## config.mk

```make
export PLATFORM = sky130hd
export DESIGN_NAME = ldo_ctrl
export DESIGN_NICKNAME = d
export VERILOG_FILES = /design/src/ldo_pkg.sv /design/src/ldo_sync.sv /design/src/ldo_ctrl.sv
export VERILOG_INCLUDE_DIRS = /design/src /design/src/src
export SDC_FILE = /design/constraint.sdc
export NUM_CORES = 1
export LEC_CHECK = 0
export BUFFER_PORTS_ARGS = -buffer_cell sky130_fd_sc_hd__buf_2
export CAP_MARGIN = 10
export CORE_MARGIN = 3
export CORE_UTILIZATION = 35
export CTS_CLUSTER_SIZE = 24
export DETAILED_ROUTE_END_ITERATION = 8
export PLACE_DENSITY = 0.71
export SYNTH_ARGS = -nofsm -noshare
export SYNTH_HDL_FRONTEND = slang
export SYNTH_HIERARCHICAL = 1
export SYNTH_SLANG_ARGS = --single-unit
export TNS_END_PERCENT = 50
```

## constraint.sdc

```tcl
create_clock -name hclk -period 1.69 [get_ports hclk]
set_clock_uncertainty 0.05 [all_clocks]
set_input_delay 0 -clock hclk [delete_from_list [all_inputs] [get_ports hclk]]
set_output_delay 0 -clock hclk [all_outputs]
set_load 0.1 [all_outputs]
```

## src/ldo_defs.svh

```systemverilog
// register offsets, field positions and reset values of the regulator block
`ifndef LDO_DEFS_SVH
`define LDO_DEFS_SVH
// =====================================================================
// register map: word indices, byte address is four times the index
`define LDO_CTRL_IDX 8'hC9
`define LDO_IRQ_IDX 8'hCC
`define LDO_CTRL_ADDR {`LDO_CTRL_IDX, 2'h0}
`define LDO_IRQ_ADDR {`LDO_IRQ_IDX, 2'h0}
// =====================================================================
// control register fields
`define LDO_OFF_BIT 7
`define LDO_RSVD_BIT 6
`define LDO_LEVEL_BIT 4
`define LDO_DROP_BIT 0
// =====================================================================
// interrupt control register fields
`define LDO_IEN_BIT 0
`define LDO_IPRI_BIT 1
// =====================================================================
// reset values
`define LDO_OFF_RST 1'h0
`define LDO_LEVEL_RST 1'h1
`define LDO_IEN_RST 1'h0
`define LDO_IPRI_RST 1'h0
`endif

```

## src/ldo_pkg.sv

```systemverilog
// types shared by the regulator control block
package ldo_pkg;
	// bus access phase tracker
	typedef enum logic [1:0] {
		LDO_IDLE = 2'h1,
		LDO_DATA = 2'h2
	} ldo_phase_e;
	// output level choices
	typedef enum logic {
		LDO_LOW_LVL = 1'h0,
		LDO_HIGH_LVL = 1'h1
	} ldo_level_e;
endpackage

```

## src/ldo_sync.sv

```systemverilog
// two-stage synchroniser for the analog dropout comparator
`timescale 1ns/10ps
module ldo_sync (
	input wire logic hclk,
	input wire logic hresetn,
	input wire logic ce,
	input wire logic async_in,
	output logic sync_out
);
	logic meta; // first stage, read only by the second
	// =====================================================================
	// synchroniser stages
	always_ff @(posedge hclk or negedge hresetn) begin
		if (!hresetn) begin
			meta <= 1'h0;
			sync_out <= 1'h0;
		end else if (ce) begin
			meta <= async_in;
			sync_out <= meta;
		end
	end
endmodule // ldo_sync

```

## src/ldo_ctrl.sv

```systemverilog
// regulator control and dropout status with AHB-Lite register slave
`timescale 1ns/10ps
`include "ldo_defs.svh"
// Behaviour
// - regulator off bit 7, resets 0
// - level select bit 4, resets 1
// - bit 6 reads 1, software writes 1
// - bits 3 to 1 read zero
// - bit 5 reads zero, writes ignored
// - bit 0 shows live dropout, read-only
// - dropout irq only while enable set
// - irq has no pending flag
module ldo_ctrl
	import ldo_pkg::*;
(
	input wire logic hclk,
	input wire logic hresetn,
	input wire logic clk_en,
	input wire logic hsel,
	input wire logic [9:0] haddr,
	input wire logic [1:0] htrans,
	input wire logic hwrite,
	input wire logic [2:0] hsize,
	input wire logic [31:0] hwdata,
	input wire logic hready,
	output logic [31:0] hrdata,
	output logic hreadyout,
	output logic hresp,
	input wire logic dropout_cmp,
	output logic regulator_off,
	output logic output_level_select,
	output logic dropout_irq,
	output logic dropout_irq_priority
);
	// =====================================================================
	// state
	logic drop_sync; // synchronised comparator level
	logic dropout_irq_enable; // interrupt enable bit
	logic wr_pend; // write data phase pending
	logic [9:0] wr_addr; // address captured in address phase
	logic ctrl_rd_start; // control register read in address phase
	logic next_start; // valid transfer in address phase
	ldo_phase_e phase; // data phase tracker

	// control register image as software sees it
	function automatic logic [31:0] ctrl_image(input logic off,
		input logic lvl, input logic drop);
		logic [31:0] v;
		v = 32'h0;
		v[`LDO_OFF_BIT] = off;
		v[`LDO_RSVD_BIT] = 1'h1;
		v[`LDO_LEVEL_BIT] = lvl;
		v[`LDO_DROP_BIT] = drop;
		return v;
	endfunction

	// =====================================================================
	// comparator crossing
	ldo_sync u_sync (
		.hclk(hclk),
		.hresetn(hresetn),
		.ce(clk_en),
		.async_in(dropout_cmp),
		.sync_out(drop_sync)
	);

	// =====================================================================
	// bus address phase decode
	always_comb begin
		next_start = hsel && hready && htrans[1];
		// only the control register carries the fixed and live bits
		ctrl_rd_start = next_start && !hwrite && haddr == `LDO_CTRL_ADDR;
	end

	// ready from the first enabled clock after reset, always okay
	always_ff @(posedge hclk or negedge hresetn) begin
		if (!hresetn) begin
			hreadyout <= 1'h0;
			hresp <= 1'h0;
		end else if (clk_en) begin
			hreadyout <= 1'h1;
			hresp <= 1'h0;
		end
	end

	// capture write address for the data phase
	always_ff @(posedge hclk or negedge hresetn) begin
		if (!hresetn) begin
			wr_pend <= 1'h0;
			wr_addr <= 10'h000;
			phase <= LDO_IDLE;
		end else if (clk_en) begin
			wr_pend <= next_start && hwrite;
			wr_addr <= haddr;
			phase <= next_start ? LDO_DATA : LDO_IDLE;
		end
	end

	// =====================================================================
	// writable controls; bits 6,5,3:1 and 0 ignore writes
	always_ff @(posedge hclk or negedge hresetn) begin
		if (!hresetn) begin
			regulator_off <= `LDO_OFF_RST;
			output_level_select <= `LDO_LEVEL_RST;
			dropout_irq_enable <= `LDO_IEN_RST;
			dropout_irq_priority <= `LDO_IPRI_RST;
		end else if (clk_en && wr_pend) begin
			if (wr_addr == `LDO_CTRL_ADDR) begin
				regulator_off <= hwdata[`LDO_OFF_BIT];
				output_level_select <= hwdata[`LDO_LEVEL_BIT];
			end else if (wr_addr == `LDO_IRQ_ADDR) begin
				dropout_irq_enable <= hwdata[`LDO_IEN_BIT];
				dropout_irq_priority <= hwdata[`LDO_IPRI_BIT];
			end
		end
	end

	// =====================================================================
	// read data, registered during address phase
	always_ff @(posedge hclk or negedge hresetn) begin
		if (!hresetn) begin
			hrdata <= 32'h0;
		end else if (clk_en) begin
			if (ctrl_rd_start) begin
				hrdata <= ctrl_image(regulator_off, output_level_select,
					drop_sync);
			end else if (next_start && !hwrite && haddr == `LDO_IRQ_ADDR) begin
				hrdata <= {30'h0, dropout_irq_priority, dropout_irq_enable};
			end else begin
				hrdata <= 32'h0;
			end
		end
	end

	// =====================================================================
	// live interrupt request, no pending state
	always_ff @(posedge hclk or negedge hresetn) begin
		if (!hresetn) begin
			dropout_irq <= 1'h0;
		end else if (clk_en) begin
			dropout_irq <= drop_sync && dropout_irq_enable;
		end
	end

	// =====================================================================
	// checks
	property p_irq_follows;
		@(posedge hclk) disable iff (!hresetn)
		clk_en |=> (dropout_irq == ($past(drop_sync)
			&& $past(dropout_irq_enable)));
	endproperty
	a_irq_follows: assert property (p_irq_follows)
		else $error("irq does not follow dropout and enable");

	property p_irq_clears;
		@(posedge hclk) disable iff (!hresetn)
		(!drop_sync && clk_en) |=> !dropout_irq;
	endproperty
	a_irq_clears: assert property (p_irq_clears)
		else $error("irq held without dropout");

	property p_rsvd_one;
		@(posedge hclk) disable iff (!hresetn)
		(ctrl_rd_start && clk_en)
		|=> hrdata[`LDO_RSVD_BIT] && !hrdata[5] && hrdata[3:1] == 3'h0;
	endproperty
	a_rsvd_one: assert property (p_rsvd_one)
		else $error("control readback bits wrong");

	property p_unused_zero;
		@(posedge hclk) disable iff (!hresetn)
		(ctrl_rd_start && clk_en) |=> hrdata[3:1] == 3'h0;
	endproperty
	a_unused_zero: assert property (p_unused_zero)
		else $error("bits 3 to 1 not zero");

	property p_bit5_zero;
		@(posedge hclk) disable iff (!hresetn)
		!hrdata[5];
	endproperty
	a_bit5_zero: assert property (p_bit5_zero)
		else $error("bit 5 not zero");

	property p_drop_read;
		@(posedge hclk) disable iff (!hresetn)
		(next_start && !hwrite && haddr == `LDO_CTRL_ADDR && clk_en)
		|=> hrdata[`LDO_DROP_BIT] == $past(drop_sync);
	endproperty
	a_drop_read: assert property (p_drop_read)
		else $error("dropout bit not live");

	property p_off_write;
		@(posedge hclk) disable iff (!hresetn)
		(wr_pend && clk_en && wr_addr == `LDO_CTRL_ADDR)
		|=> regulator_off == $past(hwdata[`LDO_OFF_BIT]);
	endproperty
	a_off_write: assert property (p_off_write)
		else $error("regulator off not written");

	property p_level_write;
		@(posedge hclk) disable iff (!hresetn)
		(wr_pend && clk_en && wr_addr == `LDO_CTRL_ADDR)
		|=> output_level_select == $past(hwdata[`LDO_LEVEL_BIT]);
	endproperty
	a_level_write: assert property (p_level_write)
		else $error("level select not written");

	property p_sync_delay;
		@(posedge hclk) disable iff (!hresetn)
		clk_en ##1 clk_en |=> drop_sync == $past(dropout_cmp, 2);
	endproperty
	a_sync_delay: assert property (p_sync_delay)
		else $error("sync delay not two cycles");

	// read data stands only in the data phase
	property p_data_only;
		@(posedge hclk) disable iff (!hresetn)
		(phase != LDO_DATA) |-> hrdata == 32'h0;
	endproperty
	a_data_only: assert property (p_data_only)
		else $error("read data outside data phase");

	// a low clock enable freezes controls, request and read data
	property p_freeze;
		@(posedge hclk) disable iff (!hresetn)
		!clk_en |=> $stable(regulator_off) && $stable(output_level_select)
			&& $stable(dropout_irq) && $stable(hrdata);
	endproperty
	a_freeze: assert property (p_freeze)
		else $error("state moved while clock enable low");
endmodule // ldo_ctrl

```

## Word level (Yosys, flattened, before mapping)

Cells that the tools add are included.

- Bits in writable memories: 0
- Latch bits: 0
- Register bits: 51
- Output and inout port bits: 38
- Bits in read-only memories: 0
- Memories kept: 0

- Reductions and logical operators: 11
- Magnitude comparators: 0
- Divide/modulo/power cells: 0
- Equality and inequality tests: 4
- Shift operators: 0
- Multiplexer cells: 2
- Bitwise operators: 1
- Add/subtract/negate cells: 0
- $mul: 0

Operators by type and width:

| operator | count |
|---|---|
| equality test 10 bit, second input constant | 4 |
| logical AND 1 bit | 8 |
| two-way mux 8 bit | 1 |
| AND reduction 3 bit | 1 |
| two-way mux 2 bit | 1 |
| AND reduction 2 bit | 1 |
| zero test 1 bit | 1 |
| inverter 1 bit | 1 |

## Depth between registers and ports, before layout

- Word-level depth: 6
- Mapped depth: 3
- Depth with buffers taken out: 3

## Modules after synthesis

Netlist, hierarchy kept.

Modules (own cells, without submodules):

| module | cells each | area an instance (um^2) | instances | sequential area each (um^2) |
|---|---|---|---|---|
| ldo_ctrl | 104 | 1163.6 | 1 | 551.8 |
| ldo_sync | 4 | 72.6 | 1 | 50.0 |

## Least setup slack after synthesis

No wires, ideal clock.

- Path kind: register to register
- Start point: register dropout_irq_priority
- End point: register hrdata[1]
- Required time: 1.539 ns
- Path slack: 0.311 ns
- Stages on the path, launching flop included: 3
- Data arrival time: 1.229 ns
- Cell sequence: dfrtp_1 -> nand2_1 -> o32ai_1

- Longest elaborated chain between the ends: 2

Ends and longest elaborated chain:

| element | RTL line | source |
|---|---|---|
| start: declaration | ldo_ctrl.sv:33 | `output logic dropout_irq_priority` |
| start signal: assignment | ldo_ctrl.sv:106 | `` dropout_irq_priority <= `LDO_IPRI_RST; `` |
| start signal: assignment | ldo_ctrl.sv:113 | `` dropout_irq_priority <= hwdata[`LDO_IPRI_BIT]; `` |
| two-way mux 2 bit | ldo_ctrl.sv:127 | `` end else if (next_start && !hwrite && haddr == `LDO_IRQ_ADDR) begin `` |
| two-way mux 8 bit | ldo_ctrl.sv:124 | `if (ctrl_rd_start) begin` |
| end signal: assignment | ldo_ctrl.sv:125 | `hrdata <= ctrl_image(regulator_off, output_level_select,` |
| end signal: assignment | ldo_ctrl.sv:128 | `hrdata <= {30'h0, dropout_irq_priority, dropout_irq_enable};` |
| end: declaration | ldo_ctrl.sv:26 | `output logic [31:0] hrdata,` |

Every way passes these cells.
A chain may end at the register's enable or synchronous reset.

## Worst setup path after layout

- Start point: register wr_addr[0]
- End point: register regulator_off

- Longest elaborated chain between the ends: 2

Ends and longest elaborated chain:

| element | RTL line | source |
|---|---|---|
| start: declaration | ldo_ctrl.sv:40 | `logic [9:0] wr_addr;` |
| start signal: assignment | ldo_ctrl.sv:94 | `wr_addr <= haddr;` |
| equality test 10 bit (no source line) | n/a |  |
| AND reduction 2 bit (no source line) | n/a |  |
| end signal: assignment | ldo_ctrl.sv:103 | `` regulator_off <= `LDO_OFF_RST; `` |
| end signal: assignment | ldo_ctrl.sv:109 | `` regulator_off <= hwdata[`LDO_OFF_BIT]; `` |
| end: declaration | ldo_ctrl.sv:30 | `output logic regulator_off,` |

Every way passes these cells.

==> results by group <==
Synth
  – Cell taking the most area after synthesis: dfrtp_1
  – Post-Syn Area per Cell: 11.4 um2
  – Post-synth EDFFs: 0
  – Synth unique cells: 25
  – Post-synth top area share: 46.6%
  – Post-Syn Instances: ~110
  – Post-Syn Area: 1240 um2
  – Synth area leaders: dfrtp_1 (47%), buf_4 (17%), mux2_2 (13%)
  – #FFs+latches synth: 24
  – FFs w/ async S/R, synth: 100%
  – YS warnings: 6
  – Sequential share of the synthesized area: 48.7%
  – Commonest register cell after synthesis: dfrtp_1

Cells and area
  – Commonest non-fill, non-tap cell in the layout: buf_2
  – Regs by FF count: wr_addr x10, hrdata x5
  – Diodes inserted: 0
  – Fin cells: 203
  – Layout cells sized above 1: 34.6%
  – Reg with most FFs: wr_addr
  – Area Growth Syn to Fin: 26.9%
  – Max reg flops: 10
  – Final Instance Area: 1570 um2
  – Most frequent cells in the layout: buf_2 (31), conb_1 (28), dfrtp_1 (23)
  – Nets: roughly 210

Clock network
  – Inserted Clock Buffers: 3
  – Clk pin slew, worst setup/hold paths: 0.12 ns
  – Root buf cell: clkbuf_4
  – CTS Sinks: 24
  – CTS Buffer Depth: 2
  – Setup Buffers After CTS: 0
  – H-tree levels: 1
  – CTS tree: yes
  – Skew-Pair Late Insertion Delay: about 0.31 ns

STA
  – Fin crit share: 81.2%
  – Tmin final: 1.37 ns
  – Slew Viols, Final: 0
  – Worst-margin pin slew: 0.528 ns
  – Fin. Hold Viols: 0
  – Worst hold slack: 0.0928 ns
  – # setup viols final: 0
  – Fmax: about 0.73 GHz
  – RSZ-0062 raised after global routing: false
  – Slew Limit Headroom: 64.8%
  – Worst setup margin: about 0.32 ns
  – TNS Setup: 0 ns

Floorplanning
  – Initial Util: 38.6%
  – Die area: around 4300 um2
  – I/O pins: 92
  – Core Box Area: 3200 um2
  – Number of cell rows: 20
  – Die X: 65.4 um
  – Die Y: about 65 um

GRT
  – Vias in the first global route: 801
  – Largest net degree at the start of global routing: 25
  – GR Util All Layers: 10.9%
  – Initial antenna violation count: 0
  – Global-route wire length before repair: 3640 um
  – GR Overflow Total: 0

Detailed routing
  – Drc violations: 0
  – DR vias: 863
  – Drt first pass iters: 3
  – WL final: 2260 um
  – WL/cell: 11.1 um
  – 1st-iter DRT viols: 17
  – ANT nets after route: 0
  – Via density: 4.25

Placed design
  – Placer's final routability congestion estimate: around 0.71
  – Dpl cell area: 1340 um2
  – IO buf count: 31
  – Setup WS pre-CTS: 0.317 ns
  – Cells after DPL: 181
  – HPWL after DPL: 1740 um

Setup path
  – RR Endpoint: regulator_off
  – Required time worst endpoint: 1.84 ns
  – CP endpoint kind: register
  – CP Launch Type: register
  – Register-to-register setup slack: 0.32 ns
  – Critical R2R Launch: wr_addr[0]
  – Worst-path maximum fanout: 2
  – WS Path Type: register to register
  – Worst Path Arrival: approximately 1.5 ns
  – R2R depth: 3

Power
  – P per Cell Area: 915 nW/um2
  – Leak: 0.762 nW
  – Worst vdd ir: 0.708 mV

Worst hold path
  – Hold Crit Depth: 2
  – Type of the worst min-delay path: input port to register
  – Hold Path Origin: clk_en
  – Hold path endpoint: wr_addr[5]

Status
  – Outcome: finished, final reports clean

Run
  – Max_cap viols: 0
synth_stat cells, types with 2 or more instances:
library cell	number
and4bb_2	2
mux2_1	2
inv_1	9
o21ai_0	3
nand2_1	2
nor2b_1	3
nand4_1	4
mux2_2	14
dfrtp_1	23
o22ai_1	3
nand3_1	2
buf_4	28
area by class of cell:
cell class,count,area (um2)
Clock buffer,3,22.5
Clock inverter,1,30.0
Fill cell,293,1630
Inverter,9,33.8
Multi-Input combinational cell,72,483
Sequential cell,24,602
Tap cell,44,55.1
Timing Repair Buffer,50,343
critical path, stage by stage, from the launching register on:
cell and delay, ns:
dfrtp_1 0.41, and4bb_1 0.30, nand4_1 0.17, mux2_1 0.34
timing repair:
action / CTS / global route
hold endpoints to repair: 42 / 0
gates resized for setup: 0 / 0
hold buffers: 18 / 0
metrics by stage:
stage                     power, W  util, %
after floorplan            0.00100        -
after global placement     0.00100     41.7
after detailed placement   0.00101     41.7
after CTS                  0.00145     49.0
after global routing       0.00150     49.0
final                      0.00144     49.0
worst max-delay path by stage:
stage | slack [ns] | startpoint | end | cells past startpoint
6_report | 0.32 | wr_addr[0] | regulator_off | 3
5_1_grt | 0.23 | wr_addr[0] | regulator_off | 3
4_1_cts | 0.30 | wr_addr[0] | regulator_off | 3
3_5_place_dp | 0.32 | wr_addr[0] | regulator_off | 3
3_3_place_gp | 0.35 | wr_addr[0] | regulator_off | 3
2_1_floorplan | 0.31 | dropout_irq_priority | hrdata[1] | 2
layer usage:
layer	track usage [%]	up-vias	routed length, um
met4	2.33	0	7
met3	1.54	2	209
met1	13.6	398	902
met2	19.8	51	1140
li1	-	412	-
met5	0	-	0
power by group:
part	internal (W)	leakage, nW	total [W]	switching [W]
registers	0.000605	0.299	0.000623	0.0000174
clock network	0.000240	0.0279	0.000406	0.000166
logic	0.0000840	0.435	0.000406	0.000322
total	0.000929	0.762	0.00144	0.000506
cells by family (layout without fill, tap and decap cells):
family | after synthesis | in the layout | synth area share (%)
buffers and inverters | 39 | 63 | 20.4
flip-flops | 24 | 24 | 48.7
AND/OR/NAND/NOR | 20 | 20 | 11.9
multiplexers | 16 | 16 | 14.6
AO/OA/AOI/OAI | 8 | 8 | 4.05
other | 1 | 28 | 0.303
Note: power is estimated with default switching activity, not from simulation.
